==> src/tdcm_pkg.sv <==
// Purpose: constants and types shared by the tolerant dual-channel monitor
// Assumes: 40 MHz aclk, AXI4-Lite register access with 32-bit data
// Notes:   times are counted in 10 ms logic execution ticks, except the accept mode limit in seconds
package tdcm_pkg;
    // ========================================
    // clock and time base
    localparam int CLK_PERIOD_NS  = 25;
    localparam int TICK_TIME_NS   = 10_000_000;                     // one execution tick, 10 ms
    localparam int TICK_CYCLES    = TICK_TIME_NS / CLK_PERIOD_NS;   // 400000 clocks
    localparam int SEC_TIME_MS    = 1000;
    localparam int TICK_TIME_MS   = 10;
    localparam int TICKS_PER_SEC  = SEC_TIME_MS / TICK_TIME_MS;     // 100 ticks

    // ========================================
    // setting ranges (in ticks or seconds)
    localparam int DISC_MAX_TICKS = 6000;                           // 60 s
    localparam int HOLD_MAX_TICKS = 1000;                           // 10 s
    localparam int AND_MAX_SECS   = 60000;

    // ========================================
    // register map (byte addresses)
    localparam int          ADDR_W       = 8;
    localparam logic [7:0]  OFS_CTRL     = 8'h00;
    localparam logic [7:0]  OFS_DISC     = 8'h04;
    localparam logic [7:0]  OFS_HOLD     = 8'h08;
    localparam logic [7:0]  OFS_ANDMAX   = 8'h0C;
    localparam logic [7:0]  OFS_STATUS   = 8'h10;

    // control bit positions
    localparam int CTRL_COMPL    = 0;   // complementary input mode
    localparam int CTRL_AND_EN   = 1;   // dual channel with single-channel-accept
    localparam int CTRL_DON_EN   = 2;   // switch-on mismatch supervision
    localparam int CTRL_DOFF_EN  = 3;   // switch-off mismatch supervision
    localparam int CTRL_GATE_USE = 4;   // hold-off gate input in use
    localparam int CTRL_W        = 5;

    // status bit positions
    localparam int ST_GRANT = 0;
    localparam int ST_ERR_A = 1;
    localparam int ST_ERR_B = 2;
    localparam int ST_FAULT = 3;
    localparam int ST_ANDM  = 4;
    localparam int ST_STATA = 5;
    localparam int ST_STATB = 6;
    localparam int ST_STATE = 8;        // three one-hot state bits

    // reset values
    localparam logic [4:0]  CTRL_RST   = 5'h00;
    localparam logic [12:0] DISC_RST   = 13'h0000;
    localparam logic [9:0]  HOLD_RST   = 10'h000;
    localparam logic [15:0] ANDMAX_RST = 16'h0000;

    // AXI responses
    localparam logic [1:0] RESP_OKAY   = 2'h0;
    localparam logic [1:0] RESP_DECERR = 2'h3;

    // monitor states, one-hot
    typedef enum logic [2:0] {
        ST_INACTIVE = 3'h1,
        ST_DISCREP  = 3'h2,
        ST_ACTIVE   = 3'h4
    } mon_state_t;
endpackage

==> src/tolerant_dual_channel_monitor.sv <==
// Purpose: lenient dual-channel evaluation of two switch/sensor inputs
// Assumes: inputs are asynchronous pins, settings written over AXI4-Lite
// Notes:   evaluation runs every clock, timers advance on the 10 ms tick
//
// Summary of operation
// - equivalent mode decodes inactive, discrepant, active
// - complementary mode inverts input B first
// - active needs both off since last active
// - one input cycling alone cannot restore active
// - inputs may reach off at different times
// - mismatch timeout flags the input not following
// - mismatch time zero unlimited, else 10 ms steps
// - separate supervision enables for on and off
// - fault when enabled supervision time has expired
// - errors clear on grant rise after both off
// - accept mode selects tolerant rules or plain AND
// - feedback falling edge with grant enters accept mode
// - feedback high or max time leaves accept mode
// - accept duration zero unlimited, else seconds
// - accept mode: one input cycle restores grant
// - no mismatch supervision during accept mode
// - hold-off masks brief switch-off, gate optional
// - hold-off delay 0 to 10 s, 10 ms steps
// - still off after hold-off drops grant
// - filtered states show waiting and hold-off
`timescale 1ns/100ps
module tolerant_dual_channel_monitor #(
    parameter int TICK_CYCLES = tdcm_pkg::TICK_CYCLES   // clocks per execution tick
) (
    input  wire logic        aclk,              // system clock, 40 MHz
    input  wire logic        aresetn,           // synchronous reset, active low
    input  wire logic        in_a,              // input A pin
    input  wire logic        in_b,              // input B pin
    input  wire logic        actuator_released, // actuator feedback pin
    input  wire logic        holdoff_gate,      // hold-off gate pin
    output logic             grant,             // release output
    output logic             err_a,             // mismatch timeout input A
    output logic             err_b,             // mismatch timeout input B
    output logic             fault,             // combined error
    output logic             stat_a,            // filtered state A
    output logic             stat_b,            // filtered state B
    output logic             accept_mode,       // single-channel-accept active
    input  wire logic [7:0]  awaddr,            // write address
    input  wire logic        awvalid,           // write address valid
    output logic             awready,           // write address ready
    input  wire logic [31:0] wdata,             // write data
    input  wire logic [3:0]  wstrb,             // write byte strobes
    input  wire logic        wvalid,            // write data valid
    output logic             wready,            // write data ready
    output logic [1:0]       bresp,             // write response
    output logic             bvalid,            // write response valid
    input  wire logic        bready,            // write response ready
    input  wire logic [7:0]  araddr,            // read address
    input  wire logic        arvalid,           // read address valid
    output logic             arready,           // read address ready
    output logic [31:0]      rdata,             // read data
    output logic [1:0]       rresp,             // read response
    output logic             rvalid,            // read data valid
    input  wire logic        rready             // read data ready
);

    // ========================================
    // state record
    typedef struct packed {
        logic [3:0]           s1;          // first sync stage
        logic [3:0]           s2;          // second sync stage
        logic                 act_prev;    // feedback one clock ago
        tdcm_pkg::mon_state_t state;
        logic                 and_mode;
        logic                 seen_a;      // A off since last active
        logic                 seen_b;      // B off since last active
        logic                 both_off;    // both off together
        logic                 dir_off;     // discrepancy on switching off
        logic                 err_a;
        logic                 err_b;
        logic                 stat_a;
        logic                 stat_b;
        logic [18:0]          tick_cnt;
        logic                 tick;
        logic [12:0]          dcnt;        // mismatch ticks
        logic [9:0]           hcnt;        // hold-off ticks
        logic [6:0]           sec_pre;     // ticks within a second
        logic [15:0]          and_secs;    // seconds in accept mode
        logic [4:0]           ctrl;
        logic [12:0]          disc_time;
        logic [9:0]           hold_time;
        logic [15:0]          and_max;
        logic                 aw_got;
        logic                 w_got;
        logic [7:0]           wa;
        logic [31:0]          wd;
        logic [3:0]           ws;
        logic                 bvalid;
        logic [1:0]           bresp;
        logic                 rvalid;
        logic [31:0]          rdata;
        logic [1:0]           rresp;
    } mon_t;

    mon_t r_r;
    mon_t r_nxt;
    logic raw_a;
    logic raw_b;
    logic hold_ok;
    logic masking;
    logic fa;
    logic fb;
    logic disc_exp;
    logic go_active;
    logic clr_err;
    logic set_a;
    logic set_b;
    logic act_fall;
    logic [31:0] merged;
    logic [31:0] status_w;

    // byte-lane merge of a write into a register word
    function automatic logic [31:0] merge_bytes(input logic [31:0] old_v,
                                                input logic [31:0] new_v,
                                                input logic [3:0]  strb);
        logic [31:0] res;
        res = old_v;
        for (int i = 0; i < 4; i++) begin
            if (strb[i]) begin
                res[8*i +: 8] = new_v[8*i +: 8];
            end
        end
        return res;
    endfunction

    // ========================================
    // next-state logic
    always_comb begin
        r_nxt = r_r;
        // two-flop synchronisers for all pins
        r_nxt.s1 = {holdoff_gate, actuator_released, in_b, in_a};
        r_nxt.s2 = r_r.s1;
        r_nxt.act_prev = r_r.s2[2];

        // 10 ms execution tick
        r_nxt.tick = 1'b0;
        if (r_r.tick_cnt == 19'(TICK_CYCLES - 1)) begin
            r_nxt.tick_cnt = 19'h0_0000;
            r_nxt.tick = 1'b1;
        end else begin
            r_nxt.tick_cnt = r_r.tick_cnt + 19'h0_0001;
        end

        // on/off decode, B inverted when complementary
        raw_a = r_r.s2[0];
        raw_b = r_r.ctrl[tdcm_pkg::CTRL_COMPL] ? ~r_r.s2[1] : r_r.s2[1];

        // hold-off applies while active and gate permits
        hold_ok = (r_r.hold_time != 10'h000) && (r_r.state == tdcm_pkg::ST_ACTIVE) &&
                  (!r_r.ctrl[tdcm_pkg::CTRL_GATE_USE] || r_r.s2[3]);
        if (!hold_ok || (raw_a && raw_b)) begin
            r_nxt.hcnt = 10'h000;
        end else if (r_r.tick && (r_r.hcnt < r_r.hold_time)) begin
            r_nxt.hcnt = r_r.hcnt + 10'h001;
        end
        // mask ends at expiry, gate low means no mask when the gate is in use
        masking = hold_ok && (r_r.hcnt < r_r.hold_time);
        fa = raw_a || masking;
        fb = raw_b || masking;

        disc_exp = (r_r.disc_time != 13'h0000) && (r_r.dcnt >= r_r.disc_time) &&
                   (r_r.state == tdcm_pkg::ST_DISCREP) && !r_r.and_mode;

        go_active = 1'b0;
        if (fa && fb) begin
            if (r_r.state == tdcm_pkg::ST_ACTIVE) begin
                r_nxt.state = tdcm_pkg::ST_ACTIVE;
            end else if (r_r.and_mode || (r_r.seen_a && r_r.seen_b &&
                         !(r_r.ctrl[tdcm_pkg::CTRL_DON_EN] && disc_exp && !r_r.dir_off))) begin
                r_nxt.state = tdcm_pkg::ST_ACTIVE;
                go_active = 1'b1;
            end else begin
                r_nxt.state = tdcm_pkg::ST_DISCREP;
            end
        end else if (!fa && !fb) begin
            r_nxt.state = tdcm_pkg::ST_INACTIVE;
        end else begin
            r_nxt.state = tdcm_pkg::ST_DISCREP;
        end

        // off seen per input, no need for overlap
        r_nxt.seen_a = (r_r.seen_a || !fa) && !go_active;
        r_nxt.seen_b = (r_r.seen_b || !fb) && !go_active;
        r_nxt.both_off = (r_r.both_off || (!fa && !fb)) && !go_active;

        // direction of the current discrepancy
        case (r_r.state)
            tdcm_pkg::ST_ACTIVE: begin
                r_nxt.dir_off = (r_nxt.state == tdcm_pkg::ST_DISCREP);
            end
            tdcm_pkg::ST_DISCREP: begin
                r_nxt.dir_off = r_r.dir_off && (r_nxt.state == tdcm_pkg::ST_DISCREP);
            end
            default: begin
                r_nxt.dir_off = 1'b0;
            end
        endcase

        // mismatch counter idles in accept mode
        if ((r_nxt.state != tdcm_pkg::ST_DISCREP) || r_r.and_mode) begin
            r_nxt.dcnt = 13'h0000;
        end else if (r_r.tick && (r_r.dcnt != 13'h1FFF)) begin
            r_nxt.dcnt = r_r.dcnt + 13'h0001;
        end

        // flag the input that failed to follow
        set_a = disc_exp && (r_r.dir_off ? (r_r.ctrl[tdcm_pkg::CTRL_DOFF_EN] && fa)
                                         : (r_r.ctrl[tdcm_pkg::CTRL_DON_EN] && !fa));
        set_b = disc_exp && (r_r.dir_off ? (r_r.ctrl[tdcm_pkg::CTRL_DOFF_EN] && fb)
                                         : (r_r.ctrl[tdcm_pkg::CTRL_DON_EN] && !fb));
        // clear only on grant rise after both off; set wins
        clr_err = go_active && r_r.both_off;
        r_nxt.err_a = (r_r.err_a && !clr_err) || set_a;
        r_nxt.err_b = (r_r.err_b && !clr_err) || set_b;

        act_fall = r_r.act_prev && !r_r.s2[2];
        if (!r_r.ctrl[tdcm_pkg::CTRL_AND_EN]) begin
            r_nxt.and_mode = 1'b0;
        end else if (r_r.and_mode) begin
            r_nxt.and_mode = !(r_r.s2[2] ||
                             ((r_r.and_max != 16'h0000) && (r_r.and_secs >= r_r.and_max)));
        end else begin
            r_nxt.and_mode = act_fall && (r_r.state == tdcm_pkg::ST_ACTIVE);
        end
        // seconds timer for the accept mode limit
        if (!r_r.and_mode) begin
            r_nxt.sec_pre = 7'h00;
            r_nxt.and_secs = 16'h0000;
        end else if (r_r.tick) begin
            if (r_r.sec_pre == 7'(tdcm_pkg::TICKS_PER_SEC - 1)) begin
                r_nxt.sec_pre = 7'h00;
                if (r_r.and_secs != 16'hFFFF) begin
                    r_nxt.and_secs = r_r.and_secs + 16'h0001;
                end
            end else begin
                r_nxt.sec_pre = r_r.sec_pre + 7'h01;
            end
        end

        // filtered states: off while waiting for the other
        r_nxt.stat_a = fa && !((r_nxt.state != tdcm_pkg::ST_ACTIVE) && !r_r.and_mode && !r_nxt.seen_b);
        r_nxt.stat_b = fb && !((r_nxt.state != tdcm_pkg::ST_ACTIVE) && !r_r.and_mode && !r_nxt.seen_a);

        // AXI write channel capture
        if (awvalid && awready) begin
            r_nxt.aw_got = 1'b1;
            r_nxt.wa = awaddr;
        end
        if (wvalid && wready) begin
            r_nxt.w_got = 1'b1;
            r_nxt.wd = wdata;
            r_nxt.ws = wstrb;
        end
        merged = 32'h0000_0000;
        if (r_r.aw_got && r_r.w_got && !r_r.bvalid) begin
            r_nxt.aw_got = 1'b0;
            r_nxt.w_got = 1'b0;
            r_nxt.bvalid = 1'b1;
            r_nxt.bresp = tdcm_pkg::RESP_OKAY;
            case (r_r.wa)
                tdcm_pkg::OFS_CTRL: begin
                    merged = merge_bytes({27'h000_0000, r_r.ctrl}, r_r.wd, r_r.ws);
                    r_nxt.ctrl = merged[4:0];
                end
                tdcm_pkg::OFS_DISC: begin
                    merged = merge_bytes({19'h0_0000, r_r.disc_time}, r_r.wd, r_r.ws);
                    r_nxt.disc_time = merged[12:0];
                end
                tdcm_pkg::OFS_HOLD: begin
                    merged = merge_bytes({22'h00_0000, r_r.hold_time}, r_r.wd, r_r.ws);
                    r_nxt.hold_time = merged[9:0];
                end
                tdcm_pkg::OFS_ANDMAX: begin
                    merged = merge_bytes({16'h0000, r_r.and_max}, r_r.wd, r_r.ws);
                    r_nxt.and_max = merged[15:0];
                end
                tdcm_pkg::OFS_STATUS: begin
                    merged = 32'h0000_0000;
                end
                default: begin
                    r_nxt.bresp = tdcm_pkg::RESP_DECERR;
                end
            endcase
        end else if (r_r.bvalid && bready) begin
            r_nxt.bvalid = 1'b0;
        end

        // AXI read channel
        status_w = 32'h0000_0000;
        status_w[tdcm_pkg::ST_GRANT] = (r_r.state == tdcm_pkg::ST_ACTIVE);
        status_w[tdcm_pkg::ST_ERR_A] = r_r.err_a;
        status_w[tdcm_pkg::ST_ERR_B] = r_r.err_b;
        status_w[tdcm_pkg::ST_FAULT] = r_r.err_a || r_r.err_b;
        status_w[tdcm_pkg::ST_ANDM] = r_r.and_mode;
        status_w[tdcm_pkg::ST_STATA] = r_r.stat_a;
        status_w[tdcm_pkg::ST_STATB] = r_r.stat_b;
        status_w[tdcm_pkg::ST_STATE +: 3] = r_r.state;
        if (arvalid && arready) begin
            r_nxt.rvalid = 1'b1;
            r_nxt.rresp = tdcm_pkg::RESP_OKAY;
            case (araddr)
                tdcm_pkg::OFS_CTRL:   r_nxt.rdata = {27'h000_0000, r_r.ctrl};
                tdcm_pkg::OFS_DISC:   r_nxt.rdata = {19'h0_0000, r_r.disc_time};
                tdcm_pkg::OFS_HOLD:   r_nxt.rdata = {22'h00_0000, r_r.hold_time};
                tdcm_pkg::OFS_ANDMAX: r_nxt.rdata = {16'h0000, r_r.and_max};
                tdcm_pkg::OFS_STATUS: r_nxt.rdata = status_w;
                default: begin
                    r_nxt.rdata = 32'h0000_0000;
                    r_nxt.rresp = tdcm_pkg::RESP_DECERR;
                end
            endcase
        end else if (r_r.rvalid && rready) begin
            r_nxt.rvalid = 1'b0;
        end
    end

    // ========================================
    // state register with synchronous reset
    always_ff @(posedge aclk) begin
        if (!aresetn) begin
            r_r <= '0;
            r_r.state <= tdcm_pkg::ST_INACTIVE;
            r_r.ctrl <= tdcm_pkg::CTRL_RST;
            r_r.disc_time <= tdcm_pkg::DISC_RST;
            r_r.hold_time <= tdcm_pkg::HOLD_RST;
            r_r.and_max <= tdcm_pkg::ANDMAX_RST;
        end else begin
            r_r <= r_nxt;
        end
    end

    // ========================================
    // outputs
    // grant follows the active state
    assign grant       = (r_r.state == tdcm_pkg::ST_ACTIVE);
    assign err_a       = r_r.err_a;
    assign err_b       = r_r.err_b;
    assign fault       = r_r.err_a || r_r.err_b;
    assign stat_a      = r_r.stat_a;
    assign stat_b      = r_r.stat_b;
    assign accept_mode = r_r.and_mode;
    assign awready     = !r_r.aw_got && !r_r.bvalid;
    assign wready      = !r_r.w_got && !r_r.bvalid;
    assign bvalid      = r_r.bvalid;
    assign bresp       = r_r.bresp;
    assign arready     = !r_r.rvalid;
    assign rvalid      = r_r.rvalid;
    assign rdata       = r_r.rdata;
    assign rresp       = r_r.rresp;
endmodule

==> config.mk <==
export PLATFORM = sky130hd
export DESIGN_NAME = tolerant_dual_channel_monitor
export DESIGN_NICKNAME = d
export VERILOG_FILES = /design/src/tdcm_pkg.sv /design/src/tolerant_dual_channel_monitor.sv
export SDC_FILE = /design/constraint.sdc
export NUM_CORES = 1
export LEC_CHECK = 0
export ABC_AREA = 1
export BUFFER_PORTS_ARGS = -buffer_cell sky130_fd_sc_hd__buf_2
export CAP_MARGIN = 20
export CORE_MARGIN = 4
export CORE_UTILIZATION = 53
export CTS_CLUSTER_DIAMETER = 60
export DETAILED_ROUTE_END_ITERATION = 10
export PLACE_DENSITY = 0.77
export SYNTH_ARGS = -nofsm -noshare
export SYNTH_HDL_FRONTEND = slang
export SYNTH_SLANG_ARGS = --single-unit
export TNS_END_PERCENT = 10
==> constraint.sdc <==
create_clock -name aclk -period 2 [get_ports aclk]
set_input_delay 0.4 -clock aclk [delete_from_list [all_inputs] [get_ports aclk]]
set_output_delay 0.4 -clock aclk [all_outputs]
set_load 0.05 [all_outputs]
### Word level (Yosys, flattened, before mapping)

Index checks and enable logic that the tools add are counted.

* memories kept: 0
* latch bits: 0
* flip-flop bits (word level): 197
* bits of input ports: 63
* ROM bits: 0
* bits in writable memories: 0

* eq/ne operators: 17
* reductions and logical operators: 100
* divide/modulo/power cells: 0
* mux-type cells: 21
* multiply operators: 0
* add/subtract/negate cells: 5
* $lt $le $gt $ge: 3
* bitwise operators: 2
* shifts and indexed selects: 0

Operators by type and width (number)
* $pmux W16 S5: 1
* $logic_and A1 B1 Y1: 45
* $eq A8 B4 Y1 const B: 4
* $reduce_and A3 Y1: 8
* $add A19 B1 Y19 const B: 1
* $eq A19 B19 Y1 const B: 1
* $logic_not A1 Y1: 19
* $add A16 B1 Y16 const B: 1
* $eq A8 B3 Y1 const B: 2
* $eq A8 B5 Y1 const B: 2
* $ge A16 B16 Y1: 1
* $logic_not A8 Y1: 2
* $ne A16 B16 Y1 const B: 1
* $reduce_bool A16 Y1: 1
* $add A13 B1 Y13 const B: 1
* $ge A13 B13 Y1: 1
* $logic_or A1 B1 Y1: 13
* $ne A13 B13 Y1 const B: 1
* $reduce_bool A13 Y1: 1
* $mux W1: 12
* $add A10 B1 Y10 const B: 1
* $lt A10 B10 Y1: 1
* $reduce_bool A10 Y1: 1
* $reduce_or A5 Y1: 2
* 14 further kinds: 25

### Logic depth before layout (Yosys ltp)

Gate-level depths: netlist of the first run.

* depth in word-level cells: 18
* mapped depth: 16
* gate-level depth less buffers: 16

### Worst setup path after synthesis of the first run

OpenSTA, ideal clock, no wires.

* path kind: flip-flop to flip-flop
* start point: reg r_r (netlist bit bvalid)
* end point: reg r_r[53] in the netlist's numbering
* setup slack: -223 ps
* arrival: 2158 ps
* data required time: 1935 ps
* cell stages (with the launch flop): 8
* setup time: 65 ps
* cells stage by stage: dfxtp_1 > nor2_1 > nand2_1 > clkbuf_1 > clkinv_1 > clkbuf_1 > nor2_1 > nor2_1

* cells in the longest elaborated chain, start to end: 3

Ends and longest elaborated chain
* start: declaration: RTL line tolerant_dual_channel_monitor.sv:100 `mon_t r_r;`
* start signal: assignment: RTL line tolerant_dual_channel_monitor.sv:333 `r_r <= r_nxt;`
* $logic_not A1 Y1: RTL line tolerant_dual_channel_monitor.sv:348 `assign wready = !r_r.w_got && !r_r.bvalid;`
* $logic_and A1 B1 Y1: RTL line tolerant_dual_channel_monitor.sv:348
* via wready: RTL line tolerant_dual_channel_monitor.sv:49 `output logic wready,`
* $logic_and A1 B1 Y1: RTL line tolerant_dual_channel_monitor.sv:254 `if (wvalid && wready) begin`

The timed path passes the listed nets, and every way through them passes these cells.
A chain may end at the register's enable or synchronous reset.

### Worst setup path after layout of the first run

* start point: reg r_r[119] in the netlist's numbering
* end point: reg r_r[169] in the netlist's numbering

* cells in the longest elaborated chain, start to end: 15
* elaborated cells on any way between the ends: 16

Ends and longest elaborated chain
* $ge A13 B13 Y1 / $reduce_bool A13 Y1 (equally long branches): RTL line tolerant_dual_channel_monitor.sv:166 `disc_exp = (r_r.disc_time != 13'h0000) && (r_r.dcnt >= r_r.disc_time) &&`
* $logic_and A1 B1 Y1 * (2 in a row): RTL line tolerant_dual_channel_monitor.sv:166
* $logic_and A1 B1 Y1 *: RTL line tolerant_dual_channel_monitor.sv:167 `(r_r.state == tdcm_pkg::ST_DISCREP) && !r_r.and_mode;`
* $logic_and A1 B1 Y1 * (2 in a row): RTL line tolerant_dual_channel_monitor.sv:174 `!(r_r.ctrl[tdcm_pkg::CTRL_DON_EN] && disc_exp && !r_r.dir_off))) begin`
* $logic_not A1 Y1 *: RTL line tolerant_dual_channel_monitor.sv:174
* $logic_and A1 B1 Y1 *: RTL line tolerant_dual_channel_monitor.sv:173 `end else if (r_r.and_mode || (r_r.seen_a && r_r.seen_b &&`
* $logic_or A1 B1 Y1 *: RTL line tolerant_dual_channel_monitor.sv:173
* $mux W3 *: RTL line tolerant_dual_channel_monitor.sv:173
* $mux W3 *: RTL line tolerant_dual_channel_monitor.sv:171 `if (r_r.state == tdcm_pkg::ST_ACTIVE) begin`
* $mux W3 *: RTL line tolerant_dual_channel_monitor.sv:170 `if (fa && fb) begin`
* $ne A3 B2 Y1 *: RTL line tolerant_dual_channel_monitor.sv:205 `if ((r_nxt.state != tdcm_pkg::ST_DISCREP) || r_r.and_mode) begin`
* $logic_or A1 B1 Y1 *: RTL line tolerant_dual_channel_monitor.sv:205
* $reduce_or A2 Y1 (no source line) *

Every way passes the cells marked *; elsewhere a longest branch is shown, timed or not.

==> results of run 1 <==
flip-flops by register name, summed over array words and instances (netlist names):
signal	cells
rresp	1
accept_mode	1
stat_a	1
rdata	16
r_r	149
err_a	1
r_nxt	5
rvalid	1
err_b	1
bvalid	1
stat_b	1
bresp	1
metrics by stage:
stage          setup slack, ns  TNS, ns  area (sq um)  std cells  utilization [%]
5_1_grt                 -0.205    -3.65         10700       1529             66.9
3_5_place_dp            -0.130    -1.77          9590       1488             60.1
2_1_floorplan           0.0648        0          8720       1181                -
4_1_cts               0.000460        0         10400       1524             65.4
3_3_place_gp           -0.0902    -1.09          9590       1488             60.1
6_report               -0.0859   -0.623         10700       1529             66.9
kinds of logic (layout without fill, tap and decap cells):
| family | Yosys count | after routing |
|---|---|---|
| mux | 1 | 1 |
| buf+inv | 235 | 366 |
| simple gates | 421 | 422 |
| xor+xnor | 20 | 20 |
| fa+ha+maj | 43 | 43 |
| other cells | 1 | 16 |
| compound gates | 266 | 266 |
| flops | 179 | 179 |
worst min path at each step:
stage | cells past startpoint | slack, ns | startpoint | to
global route | 3 | 0.15 | in_a | r_nxt[207]$_SDFF_PN0_
global placement | 2 | 0.40 | r_nxt[210]$_SDFF_PN0_ | r_r[210]$_SDFF_PN0_
finish | 3 | 0.14 | in_a | r_nxt[207]$_SDFF_PN0_
CTS | 3 | 0.13 | holdoff_gate | r_nxt[210]$_SDFF_PN0_
detailed placement | 2 | 0.41 | r_nxt[207]$_SDFF_PN0_ | r_r[207]$_SDFF_PN0_
floorplan | 2 | 0.39 | r_nxt[209]$_SDFF_PN0_ | r_nxt[206]$_SDFF_PN0_
cells in the final DEF (no fill, tap or decap), types with 30 or more instances in the layout:
cell	count
dfxtp_1	163
nand2_1	153
inv_1	152
nor2_1	121
a21oi_1	118
o21ai_0	98
buf_4	81
buf_2	76
nand4_1	33
ha_1	30
what timing repair did:
item,4_1_cts,5_1_grt
pin swaps,25,30
gates cloned,1,0
buffers inserted,3,6
resized for setup,49,49
endpoints found under the setup margin,22,37
endpoints found under the hold margin,0,0
power groups by stage:
stage	logic, mW	clock network, mW	registers, mW
4_1_cts	0.549	3.36	3.72
3_5_place_dp	0.541	0	3.80
5_1_grt	0.617	3.52	3.73
6_report	0.556	3.32	3.73
2_1_floorplan	0.424	0	3.79
3_3_place_gp	0.530	0	3.80
final cells by class:
| cell class | instances | share of cell area [%] |
|---|---|---|
| clock buffers | 20 | 4.28 |
| flip-flops and latches | 179 | 33.8 |
| repair buffers | 161 | 9.78 |
| well taps | 216 | 2.54 |
| inverters | 173 | 6.09 |
| clock inverters | 12 | 1.23 |
| multi-input cells | 768 | 42.3 |
tightest hold or removal path, cell delays in order:
cell and delay [ns]:
buf_2 0.07, nand2_1 0.04, inv_1 0.04
layer usage:
metal	vias up	share of wire, %
met5	-	0
met4	0	2.0
met3	40	7.7
met2	283	45
met1	3685	45
li1	4073	-
==> flow_summary_export.csv, run 1 <==
group,metric,value,unit
status,status,"finished, violations left",
status,violations,"negative setup slack",
logic_synthesis,yosys_warnings,0,
clocking,hold_buffers,0,
layout,areaGrowthSynthToFinish,23.0,%
route,vias_per_cell,5.29,
logic_synthesis,synth_area_leaders,"dfxtp_1 (41%), inv_1 (7.1%), a21oi_1 (7.0%)",
logic_synthesis,synth_top_family_by_area,"simple AND/OR/NAND/NOR gates",
critical_path,r2r_slack,-0.09,ns
logic_synthesis,synth_cell_type_count,49,
logic_synthesis,ys_ff_latch,179,
critical_path,cp-start-kind,"register",
route,vias,8081,
flow_run,drv_cap,0,
power,pwr-share-comb,7.3,%
critical_path,path_class,"reg2reg",
die,core,0.0159,sq mm
clocking,cts_buffers,17,
grt,grtUsageMet2,38.2,%
critical_path,path_delay_family,"simple AND/OR/NAND/NOR gates",
logic_synthesis,synth_xor_area_share,2.02,%
sta,holdWs,0.141,ns
logic_synthesis,yosysMostFrequentCell,"dfxtp_1",
power,vdd_drop_max,0.663,mV
min_path,worstHoldPathType,"in2reg",
layout,multi_input_area,0.00451,sq mm
power,p_per_area,714,mW/mm^2
logic_synthesis,synth-compound-area-share,16.6,%
critical_path,endpoint_kind,"register",
logic_synthesis,netlist.area_leader.share,41.4,%
critical_path,reg2reg_to,"r_r[169]$_SDFFE_PP0P_",
critical_path,slowest_stage,"dfxtp_2",
layout,seqCellArea,0.00360,sq mm
die,io_pins,111,
critical_path,cp_data_arrival_time,2.47,ns
logic_synthesis,synth_mux_area_share,0.116,%
critical_path,critical_path.startpoint,"r_r[119]$_SDFFE_PN0P_",
route,post_drt_wl_per_cell,14.7,um
route,drt_iter0_markers,542,
critical_path,cp_num_buf_inv,3,
grt,top_usage_layer,"met2",
sta,fmax,479,MHz
sta,finalSetupViolCount,13,
critical_path,worst-path-stages,15,
place,io_buffers,76,
clocking,clk_pin_slew,0.07,ns
power,p_leak,4.48,nW
power,seq_power_share,49.0,%
sta,drv_slew,0,
route,firstDrtPassIters,5,
route,drc,0,
critical_path,crit_path_max_fanout,6,
logic_synthesis,synthArstFlopShare,0,%
logic_synthesis,syn_area,0.00866,sq mm
logic_synthesis,synth_cells,1166,
clocking,ctsHtreeMaxLevel,4,
logic_synthesis,synth_area_leader_cell,"dfxtp_1",
grt,grt_pass1_vias,7259,
grt,antenna_found_initial,0,
power,finalPower,7.61,mW
layout,n_antenna_cell,0,
sta,fin_ws,-0.0859,ns
logic_synthesis,synth_common_cells,"dfxtp_1 (179), inv_1 (165), nand2_1 (161)",
sta,fin_crit,2.09,ns
sta,min_period_over_period,104,%
power,p_int,5.72,mW
clocking,worstSkewPairLatency,0.44,ns
logic_synthesis,synth-simple-area-share,21.8,%
grt,grt_pass1_wl,35.0,mm
critical_path,cp_cell_sequence,"inv_2, ha_4, nand2_4, nor2_4, inv_1, nor2_1, nand2_1, nand3_2, nand3_2, nand2_2, nand3_4, a21oi_4, buf_6, nand3_4, nor2_2",
layout,fillers,1299,
grt,use_met3,4.81,%
critical_path,cp-endpoint,"r_r[169]$_SDFFE_PP0P_",
logic_synthesis,syn_area_per_cell,7.43,sq um
logic_synthesis,synthAdderAreaFrac,6.21,%
die,die_area,0.0185,sq mm
critical_path,cpPeakStageDelay,0.34,ns
logic_synthesis,dominantRegCellSynth,"dfxtp_1",
place,hpwl,16.0,mm
sta,rsz0062_at_grt,"yes",
grt,grt_util_met1,32.5,%
power,switchingPower,1.89,mW
critical_path,reg2reg_from,"r_r[119]$_SDFFE_PN0P_",
clocking,cts_root_buffer,"clkbuf_16",
sta,worst_slew_pin_slew,0.841,ns
layout,nets,1406,
grt,grt_use_total,23.8,%
power,switching_share,24.9,%
clocking,clockBufferDepth,2,
die,rows,46,
die,die_x,136,um
die,start_util,54.3,%
place,gp_congestion,0.895,
die,die_h,136,um
layout,drive_above_1_share,23.0,%
critical_path,critical_path_required,2.38,ns
sta,relSlewSlack,43.2,%
power,clkPwrFrac,43.7,%
clocking,cts_tree,"built",
clocking,cts.sinks,179,
logic_synthesis,synth_edf_count,0,
route,final_antenna_net_count,0,
grt,grt_max_degree,74,
route,routed_wl,22.4,mm
logic_synthesis,ys_seq_area_share,41.4,%
sta,skew,0.00907,ns
grt,grt-ovfl-total,0,
critical_path,ff2ff_path_depth,15,
sta,hold_viol,0,
No activity file was read; power rests on OpenSTA's default activity.
==> inputs of run 2 (changes only) <==
Settings changed: CAP_MARGIN 20 to default, CORE_UTILIZATION 53 to 40, PLACE_DENSITY 0.77 to default.
Clock period 2 ns to 2.55 ns, I/O delays scaled along.
==> run 2 against run 1 <==
  * The flow now finishes without violations
  * Highest routed layer unchanged
  * Combinational power fell by 24%
  * Sequential share of layout area grew 2.8 points
  * Core utilization down 21 points
  * Cell area decreased by 8.2%
==> flow_summary_export.csv, run 2 (synthesis gave the netlist of run 1 again) <==
group,metric,value,unit
clocking,worstSkewPairLatency,0.43,ns
place,hpwl,16.6,mm
die,start_util,41.0,%
critical_path,slowest_stage,"dfxtp_1",
power,p_leak,4.07,nW
critical_path,critical_path_required,2.87,ns
power,vdd_drop_max,0.468,mV
sta,hold_viol,0,
die,rows,53,
route,vias_per_cell,4.94,
grt,antenna_found_initial,0,
grt,grt_pass1_vias,6780,
clocking,ctsHtreeMaxLevel,4,
clocking,post_cts_resized,0,
sta,relSlewSlack,43.0,%
grt,grt_pass1_wl,34.8,mm
sta,skew,0.00580,ns
clocking,cts_tree,"built",
flow_run,drv_cap,0,
place,pre_cts_ws,0.265,ns
layout,areaGrowthSynthToFinish,12.9,%
critical_path,path_class,"reg2reg",
sta,rsz0062_at_grt,"yes",
clocking,hold_buffers,0,
critical_path,cp_cell_sequence,"inv_1, ha_1, a21oi_1, o21ai_0, a21oi_1, nand2_1, o22ai_1, nand3_1, nand2_1, nand2_1, nand2_1, nor2_1",
route,routed_wl,21.6,mm
critical_path,path_delay_family,"compound AO/OA/AOI/OAI gates",
layout,largest_reg_flops,149,
clocking,cts_setup_buffers,0,
status,status,"finished, final reports clean",
route,vias,7510,
layout,nets,1339,
critical_path,crit_path_max_fanout,4,
critical_path,crit_top_cell,"nand2_1",
power,p_per_area,605,mW/mm^2
place,gp_congestion,0.866,
die,die_h,155,um
route,post_drt_wl_per_cell,14.2,um
sta,worst_slew_pin_slew,0.844,ns
critical_path,cp_data_arrival_time,2.64,ns
layout,final_common_cell,"dfxtp_1",
grt,grt-ovfl-total,0,
clocking,clockBufferDepth,2,
route,drt_iter0_markers,502,
critical_path,endpoint_kind,"register",
sta,fmax,431,MHz
sta,min_period_over_period,91.0,%
layout,drive_above_1_share,12.8,%
die,io_pins,111,
place,io_buffers,76,
clocking,cts_buffers,17,
clocking,cts.sinks,179,
die,die_area,0.0241,sq mm
layout,n_antenna_cell,0,
route,firstDrtPassIters,5,
power,finalPower,5.92,mW
route,final_antenna_net_count,0,
die,core,0.0212,sq mm
layout,layout_common_cells,"dfxtp_1 (179), inv_1 (165), nand2_1 (161)",
min_path,worstHoldPathType,"in2reg",
grt,grt_max_degree,40,
layout,regMostFlops,"r_r",
route,drc,0,
sta,finalSetupViolCount,0,
clocking,clk_pin_slew,0.07,ns
critical_path,cpPeakStageDelay,0.38,ns
grt,grt_use_total,17.9,%
critical_path,cp_num_buf_inv,1,
sta,fin_ws,0.230,ns
critical_path,cp-start-kind,"register",
die,die_x,155,um
clocking,cts_root_buffer,"clkbuf_16",
sta,drv_slew,0,
sta,fin_crit,2.32,ns
## run 2: path summary, 6_finish.rpt
check	depth (start not counted)	from	slack, ns	endpoint
worst min register to register	2	r_nxt[208]$_SDFF_PN0_	0.42	r_r[208]$_SDFF_PN0_
worst min-delay path	3	in_a	0.25	r_nxt[207]$_SDFF_PN0_
worst max-delay path	12	r_r[105]$_SDFFE_PN0P_	0.23	stat_b$_SDFF_PN0_
worst max register to register	12	r_r[105]$_SDFFE_PN0P_	0.23	stat_b$_SDFF_PN0_
## run 2: layout make-up
| type | instances | area (sq um) |
|---|---|---|
| well taps | 275 | 344 |
| fillers | 2173 | 11400 |
| flip-flops and latches | 179 | 3580 |
| inverters | 173 | 649 |
| clock buffers | 17 | 425 |
| repair buffers | 95 | 523 |
| clock inverters | 15 | 144 |
| multi-input cells | 767 | 4110 |
## run 2: per-stage QoR
step                utilization [%]  setup TNS [ns]  cell area [sq um]  instances  hold slack, ns
floorplan                         -               0               8720       1181           0.390
global placement               43.5               0               9210       1489           0.394
detailed placement             43.5               0               9210       1489           0.410
CTS                            46.2               0               9780       1521           0.243
global route                   46.2         -0.0261               9780       1521           0.255
finish                         46.2               0               9780       1521           0.253
## run 2: worst register-to-register path, stage by stage, from the launching register on
cell and delay, ns:
dfxtp_1 0.38, inv_1 0.09, ha_1 0.31, a21oi_1 0.15, o21ai_0 0.11, a21oi_1 0.17, nand2_1 0.12, o22ai_1 0.38
nand3_1 0.22, nand2_1 0.12, nand2_1 0.05, nand2_1 0.06, nor2_1 0.04
## run 2: report_power, final
group,leakage [nW],internal (mW),switching [mW]
clock network,0.268,1.37,1.20
registers,1.45,2.87,0.0576
logic,2.34,0.113,0.307
total,4.07,4.35,1.57
## run 2: routing by layer
| metal | track usage, % | up-vias | share of wire [%] |
|---|---|---|---|
| li1 | - | 3935 | - |
| met1 | 25.7 | 3340 | 50 |
| met2 | 27.6 | 205 | 43 |
| met3 | 3.31 | 30 | 5.4 |
| met4 | 5.21 | 0 | 1.4 |
| met5 | 0 | - | 0 |
